==> src/usu_defines.vh <==
`ifndef USU_DEFINES_VH
`define USU_DEFINES_VH
// wire mode codes
`define USU_WM_OFF 2'h0
`define USU_WM_THREE 2'h1
`define USU_WM_TWO 2'h2
`define USU_WM_TWO_OVF 2'h3
// shift register msb
`define USU_MSB 7
// counter wrap value
`define USU_CNT_MAX 4'hF
`define USU_CNT_ZERO 4'h0
// buffer depth
`define USU_BUF_DEPTH 2
`endif

==> src/usu_buf2.v <==
`timescale 1ns/10ps
// two-entry buffer for received bytes
module usu_buf2 (
  input wire clk,
  input wire rst_b,
  input wire [7:0] in_data,
  input wire in_valid,
  output wire in_ready,
  output wire [7:0] out_data,
  output wire out_valid,
  input wire out_ready
);
  reg [7:0] mem_r [0:1]; // storage
  reg wp_r; // write index
  reg rp_r; // read index
  reg [1:0] cnt_r; // fill level
  reg [7:0] head_r; // registered head word
  reg head_v_r; // registered head valid
  wire push;
  wire pop;
  wire rp_nxt; // read index after this edge
  wire [1:0] cnt_nxt; // fill level after this edge
  assign in_ready = (cnt_r != 2'h2);
  // outputs straight from flops
  assign out_valid = head_v_r;
  assign out_data = head_r;
  assign push = in_valid & in_ready;
  assign pop = head_v_r & out_ready;
  assign rp_nxt = rp_r ^ pop;
  assign cnt_nxt = cnt_r + {1'b0, push} - {1'b0, pop};
  // pointer, level and head update
  always @(posedge clk) begin
    if (!rst_b) begin
      wp_r <= 1'b0;
      rp_r <= 1'b0;
      cnt_r <= 2'h0;
      head_v_r <= 1'b0;
      head_r <= 8'h00;
    end else begin
      if (push) begin
        mem_r[wp_r] <= in_data;
        wp_r <= ~wp_r;
      end
      if (pop) begin
        rp_r <= ~rp_r;
      end
      cnt_r <= cnt_nxt;
      head_v_r <= (cnt_nxt != 2'h0);
      // word landing in the new head slot bypasses storage
      if (push & (wp_r == rp_nxt)) begin
        head_r <= in_data;
      end else begin
        head_r <= mem_r[rp_nxt];
      end
    end
  end
endmodule // usu_buf2

==> src/usu_pins.v <==
`timescale 1ns/10ps
`include "usu_defines.vh"
// What this block does
// - mode changes outputs only, inputs always work
// - mode 00 disables outputs, hold, start detect
// - three-wire: shift data replaces port output value
// - three-wire input pin: pull-up from port bit
// - data-in and clock pins keep port behaviour
// - two-wire: open-collector, enabled by direction bit
// - sda low when shift msb or port zero
// - scl low when port zero or start hold
// - start condition holds scl until flag cleared
// - two-wire: inputs unchanged, pull-ups forced off
// - mode 11 also holds scl after overflow
// - start detector active only in two-wire modes
// - serial output comes from shift msb latch
// - overflow flag set on 15 to 0 wrap
// - start flag cleared by writing one only
module usu_pins (
  input wire clk,
  input wire rst_b,
  input wire [1:0] wire_mode_select, // mode field from control
  input wire mode_wr, // load mode field
  // port registers of the three pins
  input wire do_port_bit,
  input wire do_dir_bit,
  input wire sda_port_bit,
  input wire sda_dir_bit,
  input wire scl_port_bit,
  input wire scl_dir_bit,
  // shift register side
  input wire [7:0] shift_data, // shift register contents
  input wire shift_clk_stb, // one-cycle shift strobe
  input wire latch_open, // output latch transparent
  input wire cnt_wrap_stb, // counter step strobe
  input wire [3:0] cnt_value, // counter value before step
  input wire clr_start_flag, // write one to start flag
  input wire clr_ovf_flag, // write one to overflow flag
  // raw pins from outside
  input wire serial_data_in_pin,
  input wire serial_clock_pin,
  // pin drivers
  output reg do_out,
  output reg do_oe,
  output reg do_pullup,
  output reg sda_out,
  output reg sda_oe,
  output reg sda_pullup_off,
  output reg scl_out,
  output reg scl_oe,
  output reg scl_pullup_off,
  // status
  output reg start_condition_flag,
  output reg counter_overflow_flag,
  output reg [1:0] mode_out,
  // synchronised inputs to shift logic
  output reg data_in_sync,
  output reg clk_in_sync,
  output reg clk_rise,
  output reg clk_fall,
  // received byte stream
  input wire rx_push,
  output reg rx_ready,
  output wire [7:0] rx_data,
  output wire rx_valid,
  input wire rx_take
);
  // mode states one-hot
  localparam ST_OFF = 4'h1;
  localparam ST_THREE = 4'h2;
  localparam ST_TWO = 4'h4;
  localparam ST_TWO_OVF = 4'h8;
  reg [3:0] st_r; // current mode
  reg [3:0] st_nxt;
  reg [1:0] sd_r; // data synchroniser
  reg [1:0] sc_r; // clock synchroniser
  reg sd_d_r; // delayed sda for start detect
  reg sc_d_r; // delayed scl
  reg msb_latch_r; // output latch
  reg start_hold_r; // start hold
  reg ovf_hold_r; // overflow hold
  wire two_wire;
  wire start_seen;
  wire ovf_seen;
  wire buf_in_ready;
  // decode mode code to state
  function [3:0] dec_mode;
    input [1:0] m;
    begin
      case (m)
        `USU_WM_THREE: dec_mode = ST_THREE;
        `USU_WM_TWO: dec_mode = ST_TWO;
        `USU_WM_TWO_OVF: dec_mode = ST_TWO_OVF;
        default: dec_mode = ST_OFF;
      endcase
    end
  endfunction
  // next mode
  always @* begin
    st_nxt = st_r;
    if (mode_wr) begin
      st_nxt = dec_mode(wire_mode_select);
    end
  end
  // mode register
  always @(posedge clk) begin
    if (!rst_b) begin
      st_r <= ST_OFF;
    end else begin
      st_r <= st_nxt;
    end
  end
  assign two_wire = st_r[2] | st_r[3];
  // input synchronisers, active in every mode
  always @(posedge clk) begin
    if (!rst_b) begin
      sd_r <= 2'h3;
      sc_r <= 2'h3;
      sd_d_r <= 1'b1;
      sc_d_r <= 1'b1;
    end else begin
      sd_r <= {sd_r[0], serial_data_in_pin};
      sc_r <= {sc_r[0], serial_clock_pin};
      sd_d_r <= sd_r[1];
      sc_d_r <= sc_r[1];
    end
  end
  // sda falling while scl high
  assign start_seen = two_wire & sd_d_r & ~sd_r[1] & sc_r[1] & sc_d_r;
  assign ovf_seen = cnt_wrap_stb & (cnt_value == `USU_CNT_MAX);
  // output latch from shift msb
  always @(posedge clk) begin
    if (!rst_b) begin
      msb_latch_r <= 1'b1;
    end else if (latch_open | shift_clk_stb) begin
      msb_latch_r <= shift_data[`USU_MSB];
    end
  end
  // flags and holds, set wins over clear
  always @(posedge clk) begin
    if (!rst_b) begin
      start_condition_flag <= 1'b0;
      counter_overflow_flag <= 1'b0;
      start_hold_r <= 1'b0;
      ovf_hold_r <= 1'b0;
    end else begin
      if (start_seen) begin
        start_condition_flag <= 1'b1;
      end else if (clr_start_flag) begin
        start_condition_flag <= 1'b0;
      end
      if (ovf_seen) begin
        counter_overflow_flag <= 1'b1;
      end else if (clr_ovf_flag) begin
        counter_overflow_flag <= 1'b0;
      end
      if (start_seen & scl_dir_bit) begin
        start_hold_r <= 1'b1;
      end else if (clr_start_flag | ~two_wire) begin
        start_hold_r <= 1'b0;
      end
      if (ovf_seen & st_r[3]) begin
        ovf_hold_r <= 1'b1;
      end else if (clr_ovf_flag | ~st_r[3]) begin
        ovf_hold_r <= 1'b0;
      end
    end
  end
  // pin driver registers
  always @(posedge clk) begin
    if (!rst_b) begin
      do_out <= 1'b0;
      do_oe <= 1'b0;
      do_pullup <= 1'b0;
      sda_out <= 1'b0;
      sda_oe <= 1'b0;
      sda_pullup_off <= 1'b0;
      scl_out <= 1'b0;
      scl_oe <= 1'b0;
      scl_pullup_off <= 1'b0;
    end else begin
      case (st_r)
        ST_THREE: begin
          do_out <= msb_latch_r;
          do_oe <= do_dir_bit;
          do_pullup <= ~do_dir_bit & do_port_bit;
          sda_out <= sda_port_bit;
          sda_oe <= sda_dir_bit;
          sda_pullup_off <= 1'b0;
          scl_out <= scl_port_bit;
          scl_oe <= scl_dir_bit;
          scl_pullup_off <= 1'b0;
        end
        ST_TWO, ST_TWO_OVF: begin
          do_out <= do_port_bit;
          do_oe <= do_dir_bit;
          do_pullup <= ~do_dir_bit & do_port_bit;
          sda_out <= 1'b0;
          sda_oe <= sda_dir_bit & (~msb_latch_r | ~sda_port_bit);
          sda_pullup_off <= 1'b1;
          scl_out <= 1'b0;
          scl_oe <= scl_dir_bit & (~scl_port_bit | start_hold_r | ovf_hold_r);
          scl_pullup_off <= 1'b1;
        end
        default: begin
          do_out <= do_port_bit;
          do_oe <= do_dir_bit;
          do_pullup <= ~do_dir_bit & do_port_bit;
          sda_out <= sda_port_bit;
          sda_oe <= sda_dir_bit;
          sda_pullup_off <= 1'b0;
          scl_out <= scl_port_bit;
          scl_oe <= scl_dir_bit;
          scl_pullup_off <= 1'b0;
        end
      endcase
    end
  end
  // status and synchronised inputs out
  always @(posedge clk) begin
    if (!rst_b) begin
      mode_out <= `USU_WM_OFF;
      data_in_sync <= 1'b1;
      clk_in_sync <= 1'b1;
      clk_rise <= 1'b0;
      clk_fall <= 1'b0;
      rx_ready <= 1'b0;
    end else begin
      mode_out <= {two_wire, st_r[1] | st_r[3]};
      data_in_sync <= sd_r[1];
      clk_in_sync <= sc_r[1];
      clk_rise <= sc_r[1] & ~sc_d_r;
      clk_fall <= ~sc_r[1] & sc_d_r;
      rx_ready <= buf_in_ready;
    end
  end
  // received byte buffer
  usu_buf2 u_buf (
    .clk(clk),
    .rst_b(rst_b),
    .in_data(shift_data),
    .in_valid(rx_push),
    .in_ready(buf_in_ready),
    .out_data(rx_data),
    .out_valid(rx_valid),
    .out_ready(rx_take)
  );
endmodule // usu_pins

==> config.mk <==
export PLATFORM = sky130hd
export DESIGN_NAME = usu_pins
export DESIGN_NICKNAME = d
export VERILOG_FILES = /design/src/usu_buf2.v /design/src/usu_pins.v
export VERILOG_INCLUDE_DIRS = /design/src
export SDC_FILE = /design/constraint.sdc
export NUM_CORES = 1
export LEC_CHECK = 0
export BUFFER_PORTS_ARGS = -buffer_cell sky130_fd_sc_hd__buf_4
export CORE_UTILIZATION = 40
export CTS_CLUSTER_DIAMETER = 40
export CTS_CLUSTER_SIZE = 12
export DETAILED_ROUTE_END_ITERATION = 10
export PLACE_DENSITY = 0.73
export SLEW_MARGIN = 40
export SYNTH_ARGS = -nofsm -noshare
export SYNTH_HDL_FRONTEND = slang
export SYNTH_SLANG_ARGS = --single-unit
export TNS_END_PERCENT = 20
==> constraint.sdc <==
create_clock -name clk -period 2.2 [get_ports clk]
set_input_delay 0.44 -clock clk [delete_from_list [all_inputs] [get_ports clk]]
set_output_delay 0.44 -clock clk [all_outputs]
set_load 0.005 [all_outputs]
==> summary.txt, run 1 <==
Outcome
  • Outcome: completed

Worst hold path
  • Worst Min Path Start: do_dir_bit
  • Worst hold path endpoint: do_pullup
  • Worst hold path class: primary input to register
  • Hold-critical path depth: 2

Die
  • Core Area: between 0.004 and 0.005 mm^2
  • Die area: around 0.0053 mm^2
  • DIE WIDTH: roughly 73 um
  • I/O Pins: 59
  • Std cell rows: 25
  • Die Ht: 73.1 um
  • Starting density of the core: a little over two fifths

Yosys
  • Cell taking the most area after synthesis: dfxtp_1
  • Top_reg_cell synth: dfxtp_1
  • Cell Area, Synth: 0.00202 mm^2
  • Top cell type's share of synthesized area: 40.5%
  • Syn Area/Cell: 12.4 um^2
  • Syn Inst Count: approximately 160
  • Post-synth net total: a little under 200
  • EDFF count, synth: 16
  • Ys Warns: 0
  • Sequential fraction of the synthesis area: 64.3%
  • Top cells by area, synth: dfxtp_1 41%, edfxtp_1 24%, mux2i_1 4.4%, o2bb2ai_1 3.5%, nand2b_1 3.4%
  • Yosys reg bits: 57
  • Ys async rst share: 0%
  • Synth cell types: 34

CTS
  • Num CTS Buffers: 9
  • TritonCTS clock tree: built
  • TritonCTS sink count: between 50 and 60
  • CTS resizes: 0
  • Setup Buffers After CTS: 0
  • H-tree depth: 3
  • Hold bufs inserted after CTS: 0
  • Clock-pin transition on the worst setup and hold timing paths: ~60 ps
  • Skew-Pair Late Insertion Delay: between 300 and 400 ps
  • Clock buffer depth: 2
  • Root Driver: clkbuf_8

STA
  • Clock skew: ~5.7 ps
  • Worst slew pin tran: approximately 480 ps
  • Setup Total Neg Slack: 0 ps
  • Relative slew slack: roughly two thirds
  • Slew Viols, Final: 0
  • Endpoints failing hold: 0
  • Final setup fails: 0
  • Min Tclk post-route: ~1800 ps
  • Hold Slack: roughly 270 ps
  • F_max: around 560 MHz
  • Period utilization: between 80% and 90%
  • Unrepaired setup endpoints after global routing: false

Drt
  • Drt total wl: about 3600 um
  • Antenna Violating Nets Remaining: 0
  • Drc violations: 0
  • Drt first pass iters: 4
  • Total number of vias: between 1000 and 1500
  • Routed vias/inst: between 4 and 5
  • Initial DRC count: between 70 and 80
  • Wire per inst: 12.1 um

Global routing
  • First-pass GRT wire length: between 5000 and 6000 um
  • Initial antenna violation count: 0
  • GRT Overall Usage: 14.7%
  • GRT overflow: 0
  • Largest net degree at the start of global routing: 35
  • Number of global-route vias before repair: approximately 1200

Worst setup path
  • WP data arrival: approximately 2000 ps
  • Worst-path fanout max: 3
  • CP startpoint kind: register
  • Worst r2r src: u_buf.out_valid
  • Endpoint type of the worst setup path: register
  • R2r worst-path depth: 9
  • Critical path class: register to register
  • R2R Setup Slk: 400 ps
  • WP data required: 2410 ps
  • Reg2reg end: u_buf.out_valid

Place
  • Port bufs: 58
  • Post-DP HPWL: 2510 um
  • Gpl congestion: approximately 0.74

Cells and area
  • Multi-input gate area: 681 um^2
  • Register area: between 0.001 and 0.0015 mm^2
  • Area delta synth->final: 34.3%
  • Fillers: 413
  • ANT cells: 0
  • Fraction of final layout cells with drive strength greater than 1: about 32%
  • # nets final: approximately 260

Pwr
  • LEAKAGE: 0.00118 uW
  • Pwr/cell area: 1030 mW/mm^2
  • Worst VDD drop: between 0.4 and 0.5 mV

Run
  • Max-cap violations: 0
[synth_stat cells (2+ instances only)]
cell type   n
dfxtp_1    41
edfxtp_1   16
nand2b_1   11
mux2i_1     9
nand2_1     8
o2bb2ai_1   8
and2_1      7
nor2_1      7
inv_1       6
and3_1      5
nor2b_1     5
xnor2_1     5
nand3_1     4
a21boi_0    3
o21ai_0     3
a21oi_1     2
a31oi_1     2
clkbuf_1    2
ha_1        2
nand3b_1    2
o21a_1      2
[registers in the layout (all words and copies together), names as in the netlist, 2 cells and up]
name	count
sc_r	2
sd_r	2
u_buf.mem_r	16
mode_out	2
u_buf.out_data	8
st_r	4
u_buf.cnt_r	2
[per-layer routing]
metal  routed length [um]  GRT usage (%)  vias up
li1                     -              -      700
met5                    0              0        -
met4                   96           10.5        0
met2                 1680           21.8       48
met3                  242           5.11        9
met1                 1610           17.6      640
[power by group]
group          switching, uW  internal [uW]
Clock                    384            540
Combinational            277            321
Sequential              60.4           1220
Total                    722           2090
[worst max path at each step]
stage | start | end | slack, ps
floorplan | rx_take | u_buf.out_valid | 340
global placement | rx_take | u_buf.out_valid | 190
detailed placement | rx_take | u_buf.out_valid | 160
CTS | u_buf.out_valid | u_buf.out_valid | 390
global route | u_buf.out_valid | u_buf.out_valid | 270
finish | u_buf.out_valid | u_buf.out_valid | 400
[critical path, stage by stage (launching register included)]
cell,delay (ps)
dfxtp_1,310
nand2_2,130
inv_1,60
ha_1,270
inv_1,40
ha_1,180
xnor2_1,140
xnor2_1,130
and2_1,160
or2_2,280
[logic make-up (layout without fill, tap and decap cells)]
family / after synthesis / in the layout / share of synthesized area, %
adder cells (fa/ha/maj): 2 / 2 / 1.24
XOR/XNOR: 7 / 7 / 3.96
AND/OR/NAND/NOR: 56 / 56 / 15.7
buffers and inverters: 10 / 81 / 2.10
flip-flops: 57 / 57 / 64.3
AO/OA/AOI/OAI: 22 / 22 / 8.28
multiplexers: 9 / 9 / 4.45
[per-stage QoR]
step	total power, uW	util [%]	setup slack (ps)	std cells	area [um^2]
after floorplan	1670	-	344	163	2020
after global routing	2970	56.8	270	301	2720
final	2810	56.8	404	301	2720
after global placement	1900	52.9	193	285	2530
after detailed placement	1920	52.9	159	285	2530
after CTS	2850	56.8	390	301	2720
[final cells by class]
| cell class | instances | area share, % |
|---|---|---|
| sequential | 57 | 47.9 |
| multi-input combinational | 96 | 25.0 |
| timing repair buffer | 59 | 16.3 |
| clock buffer | 11 | 5.20 |
| tap | 67 | 3.08 |
| clock inverter | 5 | 1.70 |
| inverter | 6 | 0.828 |
[layout by cell type, fill, tap and decap left out, types with 3 or more instances in the layout]
cell,instances
and3_1,5
o21ai_0,3
clkinv_1,3
nand2b_1,11
edfxtp_1,16
buf_4,59
nand2_1,8
inv_1,6
clkbuf_8,10
mux2i_1,9
nor2_1,7
a21boi_0,3
xnor2_1,5
nor2b_1,5
nand3_1,4
o2bb2ai_1,8
and2_1,7
dfxtp_1,41
Note: power is estimated with default switching activity, not from simulation.
==> run 2, diff against run 1 <==
--- a/config.mk
+++ b/config.mk
@@ -11,7 +11,7 @@
 export CTS_CLUSTER_DIAMETER = 40
 export CTS_CLUSTER_SIZE = 12
 export DETAILED_ROUTE_END_ITERATION = 10
-export PLACE_DENSITY = 0.73
+export PLACE_DENSITY = 0.76
 export SLEW_MARGIN = 40
 export SYNTH_ARGS = -nofsm -noshare
 export SYNTH_HDL_FRONTEND = slang
==> constraint.sdc (replaced) <==
create_clock -name clk -period 1.6 [get_ports clk]
set_input_delay 0.32 -clock clk [delete_from_list [all_inputs] [get_ports clk]]
set_output_delay 0.32 -clock clk [all_outputs]
set_load 0.005 [all_outputs]
==> run 2 against run 1 <==
Against the previous run: combinational power increased by 72%; register-to-register slack got worse by 400 ps; clock skew increased by 5.9 ps; flip-flop and latch count unchanged; first-iteration DRC count decreased by 49%; wire length increased by 1.6%; fmax increased by 13%; non-clock buffer count increased by 6.
==> summary.txt, run 2 (synthesis gave the netlist of run 1 again) <==
Outcome
  • Outcome: completed

STA
  • F_max: around 630 MHz
  • Unrepaired setup endpoints after global routing: true
  • Final setup fails: 0
  • Clock skew: roughly 12 ps
  • Hold Slack: between 100 and 150 ps
  • Relative slew slack: between 70% and 80%
  • Endpoints failing hold: 0
  • Worst slew pin tran: roughly 420 ps
  • Min Tclk post-route: about 1600 ps
  • Slew Viols, Final: 0
  • Period utilization: 99.5%
  • Final Worst Setup Slack: 7.84 ps
  • Setup Total Neg Slack: 0 ps

Global routing
  • GRT overflow: 0
  • GR Util met1: between 15 and 20%
  • Most used routing layer: met2
  • Number of global-route vias before repair: around 1400
  • GRT Overall Usage: 15.3%
  • Largest net degree at the start of global routing: 27
  • Initial antenna violation count: 0
  • GRT met2 Usage: 24.6%
  • Met3 Use GR: 4.28%
  • First-pass GRT wire length: roughly 5900 um

Cells and area
  • Max FFs per register: 16
  • Highest-count cells in the layout ignoring fill and taps: 65 x buf_4, 39 x dfxtp_1, 16 x edfxtp_1
  • Largest Register: u_buf.mem_r
  • Leading cell type in the layout, fill and taps excluded: buf_4
  • # nets final: around 270
  • ANT cells: 0
  • Area delta synth->final: 38.9%
  • Fraction of final layout cells with drive strength greater than 1: around two fifths
  • Core Util, Final: 58.8%

Worst setup path
  • CP delay by family, top: simple AND/OR/NAND/NOR gates
  • Critical path buffer and inverter count: 2
  • Critical path class: register to register
  • CP peak stage delay: ~330 ps
  • WP data required: about 1800 ps
  • Slowest library cell on the worst path: dfxtp_2
  • CP startpoint kind: register
  • Worst-path fanout max: 2
  • Crit-path cells: nand2_4 -> inv_4 -> ha_4 -> inv_2 -> ha_4 -> xnor2_2 -> xnor2_1 -> and2_1 -> or2_4
  • CP dominant cell by count: ha_4
  • WP data arrival: roughly 1800 ps
  • Endpoint type of the worst setup path: register

Place
  • DP Worst Slack: -121 ps
  • Port bufs: 58
  • Gpl congestion: between 0.7 and 0.8
  • Post-DP HPWL: around 2600 um

Pwr
  • Overall power: approximately 4000 uW
  • LEAKAGE: ~0.0012 uW
  • Pwr/cell area: about 1400 mW/mm^2
  • Worst VDD drop: around 0.70 mV

CTS
  • Root Driver: clkbuf_8
  • TritonCTS sink count: 57
  • Num CTS Buffers: 9
  • H-tree depth: 3
  • Skew-Pair Late Insertion Delay: roughly 330 ps
  • TritonCTS clock tree: built
  • Hold bufs inserted after CTS: 0
  • Clock buffer depth: 2
  • Clock-pin transition on the worst setup and hold timing paths: about 60 ps

Drt
  • Drt first pass iters: 4
  • Total number of vias: 1411
  • Antenna Violating Nets Remaining: 0
  • Routed vias/inst: 4.60
  • Drt total wl: roughly 3700 um
  • Initial DRC count: 37
  • Drc violations: 0
  • Wire per inst: approximately 12 um

Die
  • DIE WIDTH: between 70 and 80 um
  • Core Area: approximately 0.0048 mm^2
  • Std cell rows: 25
  • Starting density of the core: between 40% and 50%
  • Die area: between 0.005 and 0.006 mm^2
  • I/O Pins: between 50 and 60
  • Die Ht: between 70 and 80 um

Run
  • Max-cap violations: 0

Worst hold path
  • Worst hold path class: primary input to register
## run 2: changes by cell type in the layout (fill, tap and decap cells not counted), sizes merged
cell and delta:
clkbuf +2, buf +6, bufinv -1, clkinv -1
## run 2: report_power, final
part | internal, uW | total, uW | switching, uW
sequential | 1690 | 1780 | 96.5
combinational | 584 | 1030 | 445
clock | 681 | 1220 | 535
## run 2: path summary, 6_finish.rpt
| path | from | end | slack (ps) | depth (start not counted) |
|---|---|---|---|---|
| worst min-delay path | do_dir_bit | do_pullup | 150 | 2 |
| worst max-delay path | u_buf.out_valid | u_buf.out_valid | 8 | 9 |
| worst max register to register | u_buf.out_valid | u_buf.out_valid | 8 | 9 |
| worst min register to register | sc_r[0] | sc_r[1] | 400 | 1 |
## run 2: metrics by stage
stage | cells | instance area [um^2]
6_report | 307 | 2810
5_1_grt | 307 | 2810
4_1_cts | 306 | 2790
3_5_place_dp | 290 | 2610
3_3_place_gp | 290 | 2610
2_1_floorplan | 163 | 2070
## run 2: routing by layer
metal	part of all wire (%)	wire (um)
met1	45	1680
met2	46	1700
met3	6.0	220
met4	2.5	91
met5	0	0
## run 2: final cells by class
| type | count | area, um^2 |
|---|---|---|
| Fill cell | 410 | 1970 |
| Sequential cell | 57 | 1300 |
| Multi-Input combinational cell | 96 | 728 |
| Timing Repair Buffer | 65 | 488 |
| Clock buffer | 13 | 169 |
| Tap cell | 67 | 83.8 |
| Inverter | 6 | 25.0 |
| Clock inverter | 3 | 15.0 |
## run 2: repair_timing
| action | in CTS | in global routing |
|---|---|---|
| endpoints found under the hold margin | 0 | 0 |
| gates resized for setup | 0 | 3 |
| buffers inserted | 0 | 1 |
| endpoints found under the setup margin | 0 | 1 |
==> run 3, diff against run 2 <==
--- a/config.mk
+++ b/config.mk
@@ -8,10 +8,11 @@
 export LEC_CHECK = 0
 export BUFFER_PORTS_ARGS = -buffer_cell sky130_fd_sc_hd__buf_4
 export CORE_UTILIZATION = 40
-export CTS_CLUSTER_DIAMETER = 40
+export CTS_CLUSTER_DIAMETER = 100
 export CTS_CLUSTER_SIZE = 12
 export DETAILED_ROUTE_END_ITERATION = 10
 export PLACE_DENSITY = 0.76
+export SETUP_SLACK_MARGIN = 0.4
 export SLEW_MARGIN = 40
 export SYNTH_ARGS = -nofsm -noshare
 export SYNTH_HDL_FRONTEND = slang
==> run 3 against run 2 <==
Against the previous run: final cell count grew 0.98%; highest routed layer unchanged; non-clock buffer count grew 3; sequential share of layout area shrank 2.2 points; setup slack gained 3.7 ps; final area grew 5.0%; hold slack gained 3.5 ps; clock power is essentially flat; global-route usage grew 0.44 points.
==> summary.txt, run 3 (synthesis gave the netlist of run 1 again) <==
Outcome
  • Outcome: completed

Worst setup path
  • WP data arrival: 1800 ps
  • CP peak stage delay: ~330 ps
  • Critical path buffer and inverter count: 2
  • Worst r2r src: u_buf.out_valid
  • Critical path class: register to register
  • CP startpoint: u_buf.out_valid
  • R2R Setup Slk: between 10 and 15 ps
  • CP startpoint kind: register
  • Endpoint type of the worst setup path: register
  • WP data required: approximately 1800 ps
  • Worst-path fanout max: 2
  • Crit-path cells: nand2_4 -> inv_4 -> ha_4 -> inv_2 -> ha_4 -> xnor2_2 -> xnor2_1 -> and2_1 -> or2_4
  • Slowest library cell on the worst path: dfxtp_2
  • CP dominant cell by count: ha_4
  • CP delay by family, top: simple AND/OR/NAND/NOR gates

Drt
  • Routed vias/inst: roughly 4.6
  • Drt first pass iters: 4
  • Drt total wl: between 3000 and 4000 um
  • Total number of vias: roughly 1400
  • Antenna Violating Nets Remaining: 0
  • Drc violations: 0
  • Initial DRC count: 22
  • Wire per inst: 12.2 um

STA
  • Relative slew slack: between 70% and 80%
  • Worst slew pin tran: approximately 360 ps
  • Clock skew: roughly 5.4 ps
  • Unrepaired setup endpoints after global routing: true
  • F_max: 630 MHz
  • Slew Viols, Final: 0
  • Min Tclk post-route: 1590 ps
  • Final setup fails: 0
  • Final Worst Setup Slack: ~12 ps
  • Period utilization: ~100%
  • Endpoints failing hold: 0

Global routing
  • GRT Overall Usage: 15.7%
  • Largest net degree at the start of global routing: 27
  • GRT overflow: 0
  • First-pass GRT wire length: around 6000 um
  • Initial antenna violation count: 0
  • Number of global-route vias before repair: ~1400

Place
  • Inst Count DP: 289
  • Placed cell areas: 0.00261 mm^2
  • Gpl congestion: 0.710
  • Post-DP HPWL: between 2000 and 3000 um
  • DP Worst Slack: -111 ps
  • Port bufs: 58

Cells and area
  • Fraction of final layout cells with drive strength greater than 1: 44.0%
  • Post-route design area: 0.00295 mm^2
  • ANT cells: 0
  • # nets final: roughly 270
  • Post-route insts no fill: 310
  • Largest Register: u_buf.mem_r
  • Max FFs per register: 16
  • Highest-count cells in the layout ignoring fill and taps: 62 x buf_4, 38 x dfxtp_1, 16 x edfxtp_1
  • Leading cell type in the layout, fill and taps excluded: buf_4
  • Area delta synth->final: 45.9%

Worst hold path
  • Worst hold path class: primary input to register
  • Worst Min Path Start: do_dir_bit

Die
  • Die Ht: approximately 73 um
  • I/O Pins: approximately 60
  • Die area: between 0.005 and 0.006 mm^2
  • Starting density of the core: between 40% and 50%
  • Core Area: roughly 0.0048 mm^2
  • Std cell rows: 25
  • DIE WIDTH: 73.1 um

CTS
  • H-tree depth: 3
  • Skew-Pair Late Insertion Delay: 330 ps
  • Clock buffer depth: 2
  • Hold bufs inserted after CTS: 0
  • Root Driver: clkbuf_8
  • TritonCTS sink count: 57
  • Num CTS Buffers: 9
  • Clock-pin transition on the worst setup and hold timing paths: 60 ps
  • TritonCTS clock tree: built

Pwr
  • Pwr/cell area: 1450 mW/mm^2
  • LEAKAGE: roughly 0.0013 uW
  • Worst VDD drop: roughly 0.68 mV

Run
  • Max-cap violations: 0
## run 3: cell types whose count changed in the layout (fill, tap and decap cells not counted), sizes merged
| cell | delta |
|---|---|
| buf | +3 |
| clkbuf | -1 |
| bufinv | +1 |
## run 3: layer usage
| metal | GRT usage (%) | vias to the layer above | routed length (um) |
|---|---|---|---|
| met4 | 7.19 | 0 | 48 |
| met1 | 16.4 | 672 | 1500 |
| met5 | 0 | - | 0 |
| li1 | - | 711 | - |
| met2 | 25.5 | 49 | 1950 |
| met3 | 9.12 | 7 | 286 |
## run 3: area by class of cell
type	instances	area, um^2
clock buffers	12	135
fillers	393	1830
multi-input cells	96	811
inverters	6	25.0
well taps	67	83.8
repair buffers	68	551
flip-flops and latches	57	1310
clock inverters	4	43.8
## run 3: worst reg2reg max path, stage by stage (launching register included)
cell     delay (ps)
dfxtp_2         330
nand2_4          80
inv_4            40
ha_4            250
inv_2            40
ha_4            150
xnor2_2         120
xnor2_1         120
and2_1          140
or2_4           220
## run 3: power by group
group          internal (uW)  total [uW]  switching, uW
combinational            751        1280            526
sequential              1690        1790           97.3
clock                    709        1220            512
## run 3: worst paths after layout
kind / depth (start not counted) / end
min: 2 / do_pullup
max: 9 / u_buf.out_valid
min reg2reg: 1 / sc_r[1]
max reg2reg: 9 / u_buf.out_valid
## run 3: per-stage QoR
step	hold slack, ps	util [%]	setup TNS [ps]	power (uW)
floorplan	386	-	0	2390
global placement	389	54.4	-70.4	2760
detailed placement	397	54.4	-111	2790
CTS	127	58.4	0	4050
global route	132	61.7	-83.5	4550
finish	153	61.7	0	4280
## run 3: repair_timing
item / in CTS / in global routing
resized for setup: 3 / 20
setup buffers: 1 / 4
setup endpoints to repair: 26 / 30
pin swaps: 5 / 8
cloned: 0 / 0
